## src/idt_pkg.sv

```systemverilog
// Constants and types for the transmit direction tracker
package idt_pkg;
  // Register map, byte addresses on the Wishbone port
  localparam logic [7:0] ADR_CTRL = 8'h00;
  localparam logic [7:0] ADR_STATUS = 8'h04;
  localparam int ADR_W = 8;
  localparam int DAT_W = 32;
  // Control register fields
  localparam int CTRL_ENABLE_BIT = 0;
  localparam int CTRL_EXIT_BIT = 1;
  localparam int CTRL_RELEASE_BIT = 2;
  localparam logic CTRL_ENABLE_RST = 1'b0;
  // Status register fields
  localparam int STAT_TX_BIT = 0;
  localparam int STAT_DRIVE_BIT = 1;
  localparam int STAT_DATA_BIT = 2;
  localparam int STAT_MASTER_BIT = 3;
  localparam int STAT_ENABLE_BIT = 4;
  // Bit positions within the first byte
  localparam logic [3:0] DIR_BIT_IDX = 4'h7;
  localparam logic [3:0] ACK_BIT_IDX = 4'h8;
  localparam logic [3:0] CNT_RST = 4'h0;
  localparam logic TX_FLAG_RST = 1'b0;
  localparam logic OE_N_RST = 1'b1;
  localparam logic SDA_OUT_RST = 1'b1;
  localparam logic [DAT_W-1:0] DAT_ZERO = 32'h0000_0000;
  // Position within a transfer
  typedef enum logic [1:0] {
    PH_IDLE,
    PH_ADDR,
    PH_ACK,
    PH_DATA
  } idt_phase_t;
endpackage : idt_pkg

```

## src/idt_dir_tracker.sv

```systemverilog
// Transmit direction flag of an I2C unit with a Wishbone register port
//
// Decided for this implementation: the register offsets and the Wishbone interface to the registers.
`timescale 1ns/100ps
`default_nettype none
module idt_dir_tracker (
  input wire logic clk,
  input wire logic sys_rst,
  input wire logic wb_cyc_i,
  input wire logic wb_stb_i,
  input wire logic wb_we_i,
  input wire logic [7:0] wb_adr_i,
  input wire logic [3:0] wb_sel_i,
  input wire logic [31:0] wb_dat_i,
  output logic [31:0] wb_dat_o,
  output logic wb_ack_o,
  input wire logic sclIn,
  input wire logic sdaIn,
  output logic sdaOut,
  output logic sdaOeN,
  input wire logic shiftOutLatch,
  input wire logic startGenerate,
  input wire logic masterStateFlag,
  input wire logic extensionCodeFlag,
  input wire logic addressMatchFlag,
  input wire logic arbitrationLostFlag,
  output logic txDirectionFlag
);

  // Address decode used by read and write paths
  function automatic logic regHit(input logic [7:0] adr,
                                  input logic [7:0] base);
    regHit = (adr == base);
  endfunction : regHit

  logic ackR;
  logic [31:0] datR;
  logic busUnitEnableR;
  logic busUnitEnablePrevR;
  logic exitCommRequestR;
  logic stretchReleaseR;
  logic wrTake;
  logic sclS1R, sclS2R, sclPrevR;
  logic sdaS1R, sdaS2R, sdaPrevR;
  logic sclRise, sclFall, startDet, stopDet;
  logic [3:0] bitCntR;
  idt_pkg::idt_phase_t phaseR;
  logic dirEvt;
  logic dirBit;
  logic aldPrevR;
  logic aldRise;
  logic enFall;
  logic idleComm;
  logic anyClear;
  logic txFlagR;
  logic txFlagNxt;
  logic sdaOutR;
  logic sdaOeNR;

  // Bus slave: one wait state, ack drops the cycle after it is given
  always_ff @(posedge clk) begin
    if (sys_rst) begin
      ackR <= 1'b0;
    end else begin
      ackR <= wb_cyc_i & wb_stb_i & ~ackR;
    end
  end

  assign wrTake = wb_cyc_i & wb_stb_i & wb_we_i & ackR & wb_sel_i[0];

  always_ff @(posedge clk) begin
    if (sys_rst) begin
      datR <= idt_pkg::DAT_ZERO;
    end else if (wb_cyc_i & wb_stb_i & ~ackR) begin
      datR <= idt_pkg::DAT_ZERO;
      if (regHit(wb_adr_i, idt_pkg::ADR_CTRL)) begin
        datR[idt_pkg::CTRL_ENABLE_BIT] <= busUnitEnableR;
      end else if (regHit(wb_adr_i, idt_pkg::ADR_STATUS)) begin
        datR[idt_pkg::STAT_TX_BIT] <= txFlagR;
        datR[idt_pkg::STAT_DRIVE_BIT] <= ~sdaOeNR;
        datR[idt_pkg::STAT_DATA_BIT] <= (phaseR == idt_pkg::PH_DATA);
        datR[idt_pkg::STAT_MASTER_BIT] <= masterStateFlag;
        datR[idt_pkg::STAT_ENABLE_BIT] <= busUnitEnableR;
      end
    end
  end

  assign wb_ack_o = ackR;
  assign wb_dat_o = datR;

  // Control register: enable level, exit and release are write-1 pulses
  always_ff @(posedge clk) begin
    if (sys_rst) begin
      busUnitEnableR <= idt_pkg::CTRL_ENABLE_RST;
      busUnitEnablePrevR <= idt_pkg::CTRL_ENABLE_RST;
      exitCommRequestR <= 1'b0;
      stretchReleaseR <= 1'b0;
    end else begin
      busUnitEnablePrevR <= busUnitEnableR;
      exitCommRequestR <= 1'b0;
      stretchReleaseR <= 1'b0;
      if (wrTake && regHit(wb_adr_i, idt_pkg::ADR_CTRL)) begin
        busUnitEnableR <= wb_dat_i[idt_pkg::CTRL_ENABLE_BIT];
        exitCommRequestR <= wb_dat_i[idt_pkg::CTRL_EXIT_BIT];
        stretchReleaseR <= wb_dat_i[idt_pkg::CTRL_RELEASE_BIT];
      end
    end
  end

  assign enFall = busUnitEnablePrevR & ~busUnitEnableR;

  // Two-stage synchronisers for the bus lines
  always_ff @(posedge clk) begin
    if (sys_rst) begin
      sclS1R <= 1'b1;
      sclS2R <= 1'b1;
      sclPrevR <= 1'b1;
      sdaS1R <= 1'b1;
      sdaS2R <= 1'b1;
      sdaPrevR <= 1'b1;
    end else begin
      sclS1R <= sclIn;
      sclS2R <= sclS1R;
      sclPrevR <= sclS2R;
      sdaS1R <= sdaIn;
      sdaS2R <= sdaS1R;
      sdaPrevR <= sdaS2R;
    end
  end

  assign sclRise = sclS2R & ~sclPrevR;
  assign sclFall = ~sclS2R & sclPrevR;
  assign startDet = sclS2R & sclPrevR & sdaPrevR & ~sdaS2R;
  assign stopDet = sclS2R & sclPrevR & ~sdaPrevR & sdaS2R;

  // Bit counter and phase of the first byte
  always_ff @(posedge clk) begin
    if (sys_rst) begin
      phaseR <= idt_pkg::PH_IDLE;
      bitCntR <= idt_pkg::CNT_RST;
    end else if (startDet) begin
      phaseR <= idt_pkg::PH_ADDR;
      bitCntR <= idt_pkg::CNT_RST;
    end else if (stopDet || !busUnitEnableR) begin
      phaseR <= idt_pkg::PH_IDLE;
      bitCntR <= idt_pkg::CNT_RST;
    end else begin
      unique case (phaseR)
        idt_pkg::PH_IDLE: begin
          bitCntR <= idt_pkg::CNT_RST;
        end
        idt_pkg::PH_ADDR: begin
          if (sclRise) begin
            bitCntR <= bitCntR + 4'h1;
            if (bitCntR == idt_pkg::ACK_BIT_IDX) begin
              phaseR <= idt_pkg::PH_ACK;
            end
          end
        end
        idt_pkg::PH_ACK: begin
          if (sclFall) begin
            phaseR <= idt_pkg::PH_DATA;
          end
        end
        idt_pkg::PH_DATA: begin
          bitCntR <= idt_pkg::CNT_RST;
        end
      endcase
    end
  end

  // Direction bit is the eighth bit, taken at its rising clock edge
  assign dirEvt = (phaseR == idt_pkg::PH_ADDR) && sclRise &&
                  (bitCntR == idt_pkg::DIR_BIT_IDX) && !startDet &&
                  !stopDet && busUnitEnableR;
  assign dirBit = sdaS2R;

  always_ff @(posedge clk) begin
    if (sys_rst) begin
      aldPrevR <= 1'b0;
    end else begin
      aldPrevR <= arbitrationLostFlag;
    end
  end

  assign aldRise = arbitrationLostFlag & ~aldPrevR;
  assign idleComm = !masterStateFlag && !extensionCodeFlag &&
                    !addressMatchFlag && !startGenerate;
  assign anyClear = stopDet | exitCommRequestR | enFall |
                    stretchReleaseR | aldRise | idleComm;

  // Flag update: every cause in anyClear outranks every setting cause
  always_comb begin
    txFlagNxt = txFlagR;
    if (stopDet) begin
      txFlagNxt = 1'b0;
    end else if (exitCommRequestR) begin
      txFlagNxt = 1'b0;
    end else if (enFall) begin
      txFlagNxt = 1'b0;
    end else if (stretchReleaseR) begin
      txFlagNxt = 1'b0;
    end else if (aldRise) begin
      txFlagNxt = 1'b0;
    end else if (idleComm) begin
      txFlagNxt = 1'b0;
    end else if (masterStateFlag || startGenerate) begin
      if (startGenerate) begin
        txFlagNxt = 1'b1;
      end else if (dirEvt) begin
        txFlagNxt = ~dirBit;
      end
    end else begin
      if (startDet) begin
        txFlagNxt = 1'b0;
      end else if (dirEvt) begin
        txFlagNxt = dirBit;
      end
    end
  end

  always_ff @(posedge clk) begin
    if (sys_rst) begin
      txFlagR <= idt_pkg::TX_FLAG_RST;
    end else begin
      txFlagR <= txFlagNxt;
    end
  end

  assign txDirectionFlag = txFlagR;

  // Data line drive, valid only once the first byte has ended
  always_ff @(posedge clk) begin
    if (sys_rst) begin
      sdaOutR <= idt_pkg::SDA_OUT_RST;
      sdaOeNR <= idt_pkg::OE_N_RST;
    end else if (txFlagR && phaseR == idt_pkg::PH_DATA) begin
      sdaOutR <= shiftOutLatch;
      sdaOeNR <= 1'b0;
    end else begin
      sdaOutR <= idt_pkg::SDA_OUT_RST;
      sdaOeNR <= 1'b1;
    end
  end

  assign sdaOut = sdaOutR;
  assign sdaOeN = sdaOeNR;
endmodule : idt_dir_tracker
`default_nettype wire

```

## config.mk

```make
export PLATFORM = sky130hd
export DESIGN_NAME = idt_dir_tracker
export DESIGN_NICKNAME = d
export VERILOG_FILES = /design/src/idt_pkg.sv /design/src/idt_dir_tracker.sv
export SDC_FILE = /design/constraint.sdc
export NUM_CORES = 1
export LEC_CHECK = 0
export BUFFER_PORTS_ARGS = -buffer_cell sky130_fd_sc_hd__buf_4
export CORE_MARGIN = 2
export CORE_UTILIZATION = 37
export DETAILED_ROUTE_END_ITERATION = 7
export PLACE_DENSITY = 0.74
export SYNTH_ARGS = -nofsm -noshare
export SYNTH_HDL_FRONTEND = slang
export SYNTH_SLANG_ARGS = --single-unit
export TNS_END_PERCENT = 30
```

## constraint.sdc

```tcl
create_clock -name clk -period 1.37 [get_ports clk]
set_input_delay 0.0685 -clock clk [delete_from_list [all_inputs] [get_ports clk]]
set_output_delay 0.0685 -clock clk [all_outputs]
set_load 0.01 [all_outputs]
```

# Yosys cells after proc, flatten, opt, wreduce, memory -nomap -nowiden
# Index checks and enable logic that the tools add are counted.
# totals
elab_cells	108
output_inout_bits	36
in_bits	57
register_bits	26
# classes
bitwise_logic	24
reduce_logical	34
n_addsub	1
mux	17
n_eq_ne	13
# op_table
op	n
$and A1 B1 Y1	14
$ne A4 B4 Y1 const B	3
$logic_and A1 B1 Y1	10
$not A1 Y1	10
$mux W1	9
$eq A8 B3 Y1 const B	1
$logic_not A8 Y1	1
$mux W4	2
$pmux W4 S2	1
$reduce_and A4 Y1	2
$logic_not A1 Y1	7
$reduce_or A7 Y1	1
$mux W2	3
$ne A2 B2 Y1 const B	3
$reduce_or A2 Y1	3
$mux W5	1
$add A4 B1 Y4 const B	1
$eq A2 B2 Y1 const B	2
$eq A4 B3 Y1 const B	1
$eq A4 B4 Y1 const B	1
$pmux W2 S2	1
$reduce_and A2 Y1	2
$reduce_bool A2 Y1	2
$reduce_bool A4 Y1	1
6 further kinds	7

# Longest topological paths before layout
# Gate-level depths: netlist of the first run.
# logic_depth
ltp_word	10
mapped_depth	6
mapped_depth_nobuf	6

# Worst setup path before layout of the first run
# Ideal clock, no wire load.
# synth_timing
kind	reg-to-reg
from	reg phaseR[1]
to	reg phaseR[0]
arrival_time_ns	1.380
synth_period_minus_slack_ns	1.512
setup_ns	0.132
path_stages_with_launch	7
required_time_ns	1.238
path_slack_ns	-0.142
cell_sequence	dfxtp_1 -> inv_1 -> ha_1 -> or4bb_1 -> o41ai_1 -> or3b_1 -> a21oi_1
# synth_between
elab_chain_cells	4
elab_cells_between_ends	10
# synth_rtl
element	line	source
start, declared	idt_dir_tracker.sv:47	idt_pkg::idt_phase_t phaseR;
start signal, assigned	idt_dir_tracker.sv:139	phaseR <= idt_pkg::PH_IDLE;
start signal, assigned	idt_dir_tracker.sv:142	phaseR <= idt_pkg::PH_ADDR;
start signal, assigned	idt_dir_tracker.sv:145	phaseR <= idt_pkg::PH_IDLE;
$eq A2 B2 Y1 / $eq A2 B1 Y1 (equally long branches)	idt_dir_tracker.sv:148	unique case (phaseR)
$pmux W2 S2	idt_dir_tracker.sv:148	
$mux W1	idt_dir_tracker.sv:144	end else if (stopDet || !busUnitEnableR) begin
$mux W1	idt_dir_tracker.sv:141	end else if (startDet) begin
# Several ways; a longest one is shown, not always the timed one.
# A chain may end at the register's enable or synchronous reset.

# Worst setup path after layout of the first run
# Ends and elaborated chain as after synthesis.

==> impl_metrics.json, run 1 <==
{
  "slew_viol_final": 0,
  "end_kind": "flip-flop",
  "yosysWarningCount": 0,
  "cp_cell_sequence": "inv_4 > ha_4 > or4bb_1 > o41ai_2 > or3b_1 > a21oi_1",
  "drc": 0,
  "clockBufferDepth": 2,
  "grt_pass1_wl_mm": 4.32,
  "worstPathMaxFanout": 5,
  "slowest_stage": "or4bb_1",
  "final_nets": 258,
  "ys_seq_elements": 26,
  "pre_cts_slack_ps": -121,
  "dp.cells": 234,
  "whs_ps": 24.2,
  "synthesis.area_sq_um": 1360,
  "critPathTopFamily": "simple AND/OR/NAND/NOR gates",
  "reg2regPathDepth": 6,
  "arrival_ps": 1620,
  "grt_usage_pct": 12.8,
  "grt_pass1_vias": 1019,
  "seq_area_frac_synth_pct": 38.3,
  "wl_mm": 2.55,
  "drive_above_1_share_pct": 31.3,
  "path_class": "flip-flop to flip-flop",
  "fmax_ghz": 0.683,
  "clock_sinks": 26,
  "initial_core_util_pct": 37.7,
  "fillers": 354,
  "r2r-end": "phaseR[0]",
  "layout.cells.most_common": "buf_4",
  "fin_crit_ps": 1460,
  "area_growth_pct": 26.9,
  "place_area_sq_um": 1590,
  "violations": "negative setup slack",
  "gp_congestion": 0.868,
  "die_w_um": 64.6,
  "worstSetupStartpointType": "flip-flop",
  "maxCapViolCount": 0,
  "worstReg2RegStart": "phaseR[1]",
  "cts_setup_buffers": 0,
  "cts_tree": "done",
  "hold_depth": 3,
  "utilization_pct": 47.8,
  "rsz0062_at_grt": "yes",
  "grt_max_degree": 20,
  "dp_hpwl_mm": 1.95,
  "largest_reg_flops": 5,
  "multi_input_area_sq_um": 719,
  "dr.pass1.iters": 4,
  "synth_cell_types": 35,
  "coreArea_sq_um": 3610,
  "clock-skew-final_ps": 1.06,
  "rows": 22,
  "fp.dieArea_sq_um": 4180,
  "cts_buffers": 3,
  "clk_pin_slew_ps": 90,
  "clkLatencyLatePin_ps": 260,
  "final_cell_mix": "37 x buf_4, 27 x conb_1, 23 x dfxtp_1",
  "holdPathEnd": "aldPrevR",
  "io_pins": 93,
  "regArea_sq_um": 527,
  "antenna_found_initial": 0,
  "via_count": 1091,
  "crit_buf_inv": 1,
  "max_stage_delay_ps": 490,
  "viasPerCell": 4.49,
  "ant_nets": 0,
  "fin_crit_sh_pct": 107,
  "final_cells": 243,
  "h-tree-depth": 1,
  "hp-start": "arbitrationLostFlag",
  "cts_root_buf": "clkbuf_8",
  "async_flop_share_pct": 0,
  "n_antenna_cell": 0,
  "ir_worst_vdd_mv": 0.562,
  "syn_inst": 153,
  "drt_iter0_markers": 31,
  "portBuffers": 33,
  "synth_enable_flop_cells": 0,
  "gr-total-overflow": 0,
  "r2r_slack_ps": -90,
  "min_path_type": "input port to flip-flop",
  "status": "finished with violations",
  "required_ps": 1530,
  "p_per_area_nw_per_um2": 829,
  "layout_setup_ws_ps": -94.3,
  "fin_area_sq_um": 1730,
  "setup_viol": 3,
  "post_drt_wl_per_cell_um": 10.5,
  "ys.flop_type": "dfxtp_1",
  "p_leak_nw": 0.754,
  "fp.dieH_um": 64.6,
  "power_mw": 1.43,
  "finalHoldViolations": 0,
  "tns_ps": -121,
  "syn-mean-instance-area_sq_um": 8.89
}
[tightest hold or removal path, delay by kind of cell]
| family | cells | cell delay [ps] |
|---|---|---|
| buffers and inverters | 2 | 110 |
| and+or+nand+nor | 1 | 70 |
[cells in the mapped netlist, types with 5 or more instances]
cell type	instances	area, sq um
or2_2	7	43.8
nor2_1	18	67.6
a22oi_1	5	37.5
buf_4	27	203
dfxtp_1	26	521
nor4_1	6	37.5
a21oi_1	6	30.0
inv_1	9	33.8
ha_1	5	62.6
[layer usage]
layer | track usage, % | routed length (um) | part of all wire, % | vias to the layer above
met5 | 0 | 0 | 0 | -
met4 | 4.52 | 19 | 0.74 | 0
met3 | 2.43 | 110 | 4.3 | 2
met2 | 23.2 | 1280 | 50 | 33
met1 | 14.9 | 1150 | 45 | 495
li1 | - | - | - | 561
[what timing repair did]
action | in CTS | in global routing
resized for setup | 5 | 5
pin swaps | 5 | 3
hold endpoints to repair | 5 | 0
setup endpoints to repair | 4 | 6
hold buffers | 5 | 0
[cell type report]
cell class | count | share of cell area [%]
clock buffers | 4 | 3.19
flip-flops and latches | 26 | 30.5
well taps | 48 | 3.48
multi-input cells | 114 | 41.7
repair buffers | 42 | 19.0
inverters | 9 | 2.10
[where the power goes]
part           internal (mW)  leakage [nW]  switching, mW  total (mW)
registers              0.766         0.213         0.0118       0.778
logic                 0.0840         0.512         0.0805       0.164
clock network          0.257        0.0288          0.231       0.488
total                   1.11         0.754          0.323        1.43
[cell families (layout without fill, tap and decap cells)]
logic type      count (synthesis)  count (layout)  synth area share [%]
simple gates                   59              59                  26.6
buf+inv                        39              55                  18.2
flops                          26              26                  38.3
compound gates                 19              19                  9.29
fa+ha+maj                       5               5                  4.60
xor+xnor                        2               2                  1.29
mux                             2               2                  1.47
other cells                     1              27                 0.276
[how the worst max path moves through the flow]
stage	startpoint	endpoint	slack, ps	cells past startpoint
after CTS	phaseR[1]	phaseR[0]	-100	6
after global placement	phaseR[1]	phaseR[0]	-90	6
after floorplan	phaseR[0]	bitCntR[3]	-70	4
after detailed placement	phaseR[1]	phaseR[0]	-120	6
after global routing	phaseR[1]	phaseR[0]	-150	6
final	phaseR[1]	phaseR[0]	-90	6
No activity file was read; power rests on OpenSTA's default activity.
==> run 2, diff against run 1 <==
--- a/config.mk
+++ b/config.mk
@@ -9,6 +9,7 @@
 export CORE_MARGIN = 2
 export CORE_UTILIZATION = 37
 export DETAILED_ROUTE_END_ITERATION = 7
+export GPL_TIMING_DRIVEN = 0
 export PLACE_DENSITY = 0.74
 export SYNTH_ARGS = -nofsm -noshare
 export SYNTH_HDL_FRONTEND = slang
==> impl_metrics.json, run 2 (synthesis gave the netlist of run 1 again) <==
{
  "status": "finished with violations",
  "violations": "negative setup slack",
  "whs_ps": 11.3,
  "io_pins": 93,
  "power_mw": 1.62,
  "fin_crit_sh_pct": 111,
  "antenna_found_initial": 0,
  "arrival_ps": 1660,
  "largest_reg_flops": 5,
  "fillers": 353,
  "via_count": 1171,
  "grt_pass1_vias": 967,
  "wl_mm": 2.59,
  "dp_hpwl_mm": 1.91,
  "worstReg2RegStart": "phaseR[1]",
  "hp-start": "arbitrationLostFlag",
  "clockBufferDepth": 2,
  "drc": 0,
  "p_leak_nw": 0.903,
  "n_antenna_cell": 0,
  "setup_viol": 4,
  "dp.cells": 259,
  "power_switching_mw": 0.337,
  "clock-skew-final_ps": 1.44,
  "path_class": "flip-flop to flip-flop",
  "initial_core_util_pct": 37.7,
  "min_path_type": "input port to flip-flop",
  "h-tree-depth": 1,
  "p_clk_share_pct": 38.6,
  "post_drt_wl_per_cell_um": 9.54,
  "seqPwrFrac_pct": 47.7,
  "portBuffers": 32,
  "required_ps": 1520,
  "grt_pass1_wl_mm": 4.22,
  "finalHoldViolations": 0,
  "hold_depth": 3,
  "cts_tree": "done",
  "clk_pin_slew_ps": 90,
  "utilization_pct": 54.0,
  "p_int_mw": 1.29,
  "fin_area_sq_um": 1950,
  "layout_setup_ws_ps": -147,
  "p_per_area_nw_per_um2": 833,
  "switching_share_pct": 20.7,
  "reg2regPathDepth": 6,
  "fp.dieArea_sq_um": 4180,
  "grt_usage_pct": 13.0,
  "viasPerCell": 4.32,
  "p_comb_share_pct": 13.7,
  "gp_congestion": 0.859,
  "layout.cells.most_common": "buf_4",
  "coreArea_sq_um": 3610,
  "r2r_slack_ps": -150,
  "slew_viol_final": 0,
  "area_growth_pct": 43.2,
  "gr-total-overflow": 0,
  "final_cell_mix": "62 x buf_4, 27 x conb_1, 21 x dfxtp_1",
  "fp.dieH_um": 64.6,
  "final_cells": 271,
  "die_w_um": 64.6,
  "clkLatencyLatePin_ps": 270,
  "clock_sinks": 26,
  "ant_nets": 0,
  "grt_max_degree": 16,
  "place_area_sq_um": 1760,
  "ir_worst_vdd_mv": 0.646,
  "holdPathEnd": "aldPrevR",
  "fin_crit_ps": 1520,
  "dr.pass1.iters": 4,
  "rsz0062_at_grt": "yes",
  "fmax_ghz": 0.659,
  "final_nets": 286,
  "worstPathMaxFanout": 4,
  "maxCapViolCount": 0,
  "cts_root_buf": "clkbuf_8",
  "cts_buffers": 3,
  "r2r-end": "phaseR[0]",
  "drt_iter0_markers": 24,
  "worstSetupStartpointType": "flip-flop",
  "end_kind": "flip-flop",
  "drive_above_1_share_pct": 39.9,
  "rows": 22
}
[run 2: changes by cell type in the layout (fill, tap and decap cells not counted), sizes merged]
cell,before,now
buf,37,62
clkbuf,4,6
bufinv,0,1
[run 2: what timing repair did]
item,CTS,global route
hold buffers,5,0
hold endpoints to repair,5,0
setup endpoints to repair,3,11
resized for setup,6,8
pin swaps,4,4
buffers inserted,3,0
gates cloned,0,0
[run 2: worst max-delay path by stage]
| stage | start | end | cells after the start |
|---|---|---|---|
| after floorplan | phaseR[0] | bitCntR[3] | 4 |
| after global placement | phaseR[0] | phaseR[0] | 5 |
| after detailed placement | phaseR[0] | phaseR[0] | 5 |
| after CTS | phaseR[1] | phaseR[0] | 6 |
| after global routing | phaseR[1] | phaseR[0] | 6 |
| final | phaseR[1] | phaseR[0] | 6 |
[run 2: cell type report]
| type | count | area (sq um) | share of cell area [%] |
|---|---|---|---|
| tap | 48 | 60.1 | 3.08 |
| timing repair buffer | 40 | 313 | 16.1 |
| clock buffer | 3 | 41.3 | 2.12 |
| buffer | 30 | 214 | 11.0 |
| sequential | 26 | 532 | 27.3 |
| multi-input combinational | 114 | 722 | 37.1 |
| clock inverter | 1 | 30.0 | 1.54 |
| inverter | 9 | 36.3 | 1.86 |
[run 2: critical path, stage by stage, from the launching register on]
cell and delay (ps):
dfxtp_4 380, inv_4 40, ha_4 170, or4bb_1 480
o41ai_2 70, or3b_1 190, a21oi_2 60
[run 2: per-layer routing]
| layer | wire [um] | global-route usage [%] | vias up |
|---|---|---|---|
| met2 | 1250 | 21.4 | 44 |
| met1 | 1120 | 15.8 | 508 |
| met5 | 0 | 0 | - |
| met3 | 182 | 3.65 | 5 |
| li1 | - | - | 614 |
| met4 | 38 | 5.59 | 0 |
[run 2: through the flow]
step	setup TNS [ps]	setup slack (ps)
finish	-363	-147
detailed placement	-351	-165
global route	-827	-221
floorplan	-130	-65.5
CTS	-306	-121
global placement	-291	-157
[run 2: power groups by stage]
stage | logic (mW) | clock network [mW] | registers, mW
floorplan | 0.136 | 0 | 0.794
global placement | 0.203 | 0 | 0.795
detailed placement | 0.204 | 0 | 0.795
CTS | 0.218 | 0.651 | 0.776
global route | 0.242 | 0.695 | 0.777
finish | 0.222 | 0.627 | 0.774
==> run 3, diff against run 2 <==
--- a/config.mk
+++ b/config.mk
@@ -5,13 +5,13 @@
 export SDC_FILE = /design/constraint.sdc
 export NUM_CORES = 1
 export LEC_CHECK = 0
+export ABC_AREA = 1
 export BUFFER_PORTS_ARGS = -buffer_cell sky130_fd_sc_hd__buf_4
 export CORE_MARGIN = 2
 export CORE_UTILIZATION = 37
 export DETAILED_ROUTE_END_ITERATION = 7
 export GPL_TIMING_DRIVEN = 0
-export PLACE_DENSITY = 0.74
+export PLACE_DENSITY = 0.73
 export SYNTH_ARGS = -nofsm -noshare
 export SYNTH_HDL_FRONTEND = slang
 export SYNTH_SLANG_ARGS = --single-unit
-export TNS_END_PERCENT = 30
==> impl_metrics.json, run 3 <==
{
  "status": "finished with violations",
  "violations": "negative setup slack",
  "fmax_ghz": 0.725,
  "synth_top_family_by_area": "simple AND/OR/NAND/NOR gates",
  "rows": 22,
  "grt_pass1_wl_mm": 4.66,
  "muxShareOfSynthArea_pct": 0,
  "worstSetupStartpointType": "flip-flop",
  "dr.pass1.iters": 4,
  "largest_reg_flops": 5,
  "utilization_pct": 56.8,
  "clockBufferDepth": 2,
  "place_area_sq_um": 1800,
  "die_w_um": 65.4,
  "ys_top_cells_by_area": "dfxtp_1 37%, buf_4 15%, nand2_1 8.3%",
  "grt_pass1_vias": 1094,
  "final_nets": 328,
  "synth_cell_types": 22,
  "synthesis.area_sq_um": 1390,
  "portBuffers": 33,
  "coreArea_sq_um": 3630,
  "clkLatencyLatePin_ps": 270,
  "required_ps": 1540,
  "finalHoldViolations": 0,
  "p_per_area_nw_per_um2": 805,
  "grt_usage_pct": 14.0,
  "cts_buffers": 3,
  "fin_crit_sh_pct": 101,
  "maxCapViolCount": 0,
  "fillers": 354,
  "drc": 0,
  "setup_viol": 3,
  "yosysTopAreaCell": "dfxtp_1",
  "final_cell_mix": "66 x buf_4, 28 x nand2_1, 28 x nor2_1",
  "via_count": 1292,
  "yosys-top-cells-count": "31 x nand2_1, 29 x nor2_1, 27 x buf_4",
  "min_path_type": "input port to flip-flop",
  "fp.dieArea_sq_um": 4270,
  "p_leak_nw": 1.04,
  "clock-skew-final_ps": 1.36,
  "clock_sinks": 26,
  "dp_hpwl_mm": 2.13,
  "wl_mm": 3.06,
  "slew_viol_final": 0,
  "dp.cells": 299,
  "end_kind": "flip-flop",
  "synthXorXnorAreaFrac_pct": 1.26,
  "ys_seq_elements": 26,
  "regArea_sq_um": 528,
  "grt_max_degree": 16,
  "initial_core_util_pct": 38.4,
  "drt_iter0_markers": 44,
  "multi_input_area_sq_um": 759,
  "worstPathMaxFanout": 4,
  "seq_area_frac_synth_pct": 37.3,
  "layout_setup_ws_ps": -8.58,
  "gr-total-overflow": 0,
  "layout.cells.most_common": "buf_4",
  "yosysWarningCount": 0,
  "ys.flop_type": "dfxtp_1",
  "viasPerCell": 4.13,
  "drive_above_1_share_pct": 38.5,
  "area_growth_pct": 48.0,
  "whs_ps": 8.25,
  "netlist.area_leader.share_pct": 37.3,
  "clk_pin_slew_ps": 90,
  "final_cells": 313,
  "cts_root_buf": "clkbuf_8",
  "cts_tree": "done",
  "n_antenna_cell": 0,
  "synth-simple-area-share_pct": 28.9,
  "synth-compound-area-share_pct": 5.83,
  "synthAdderAreaFrac_pct": 4.49,
  "syn-mean-instance-area_sq_um": 7.26,
  "syn_inst": 192,
  "power_mw": 1.66,
  "worstReg2RegStart": "phaseR[0]",
  "ant_nets": 0,
  "arrival_ps": 1550,
  "ir_worst_vdd_mv": 0.597,
  "critPathLaunch": "phaseR[0]",
  "fin_area_sq_um": 2060,
  "yosysMostFrequentCell": "nand2_1",
  "path_class": "flip-flop to flip-flop",
  "antenna_found_initial": 0,
  "h-tree-depth": 1,
  "rsz0062_at_grt": "yes",
  "fin_crit_ps": 1380,
  "io_pins": 93,
  "hp-start": "sys_rst",
  "synth_enable_flop_cells": 0,
  "async_flop_share_pct": 0,
  "fp.dieH_um": 65.4,
  "post_drt_wl_per_cell_um": 9.77,
  "gp_congestion": 0.771
}
==> run 3: cell types whose count changed after synthesis, sizes merged, moves of 3 or more <==
cell	change
nor4	-6
inv	+16
nor2	+13
nand2	+28
clkbuf	-3
nand3	+14
a22oi	-5
==> run 3: layer usage <==
metal  GRT usage (%)  vias to the layer above  wire [um]
met1            16.4                      548       1230
li1                -                      688          -
met5               0                        -          0
met2            25.3                       49       1550
met4            4.69                        0         64
met3            2.91                        7        204
==> run 3: area by class of cell <==
type                            instances  area share [%]
Tap cell                               48            2.91
Clock buffer                            3            2.00
Multi-Input combinational cell        138            36.8
Inverter                               26            4.97
Timing Repair Buffer                   43            16.2
Clock inverter                          1            1.46
Buffer                                 28            10.1
Sequential cell                        26            25.6
==> run 3: power breakdown <==
part	internal (mW)	leakage, nW	switching (mW)
logic	0.138	0.791	0.112
registers	0.768	0.213	0.0114
clock network	0.391	0.0357	0.241
total	1.30	1.04	0.364
==> run 3: repair_timing <==
item,4_1_cts,5_1_grt
endpoints found under the hold margin,3,0
pin swaps,2,17
setup buffers,2,5
gates cloned,0,0
resized for setup,3,30
endpoints found under the setup margin,3,4
hold buffers,3,0
==> run 3: path summary, 6_finish.rpt <==
path / to / slack (ps) / cells after the start
worst min register to register: sclS2R / 420 / 1
worst max register to register: phaseR[0] / -9 / 10
worst max-delay path: phaseR[0] / -9 / 10
worst min-delay path: wb_ack_o / 8 / 2
==> run 3: worst max-delay path, stage by stage (launching register included) <==
cell	delay (ps)
dfxtp_4	360
buf_6	110
ha_4	190
inv_4	70
nand2_4	50
o21ai_2	80
nand3_2	130
nand3_2	100
nand3_2	70
nand2_1	60
inv_1	50
==> run 3: kinds of logic after synthesis <==
kind of cell / count (synthesis)
xor gates and xnor gates: 2
AOI/OAI and AO/OA: 13
other: 1
adders and majority gates: 5
DFF: 26
buffers and inverters: 54
and+or+nand+nor: 91
==> run 3: metrics by stage <==
| step | setup TNS, ps | setup slack [ps] |
|---|---|---|
| after floorplan | 0 | 36.9 |
| after global placement | -193 | -97.0 |
| after detailed placement | -225 | -111 |
| after CTS | -18.2 | -9.14 |
| after global routing | -312 | -89.7 |
| final | -15.8 | -8.58 |
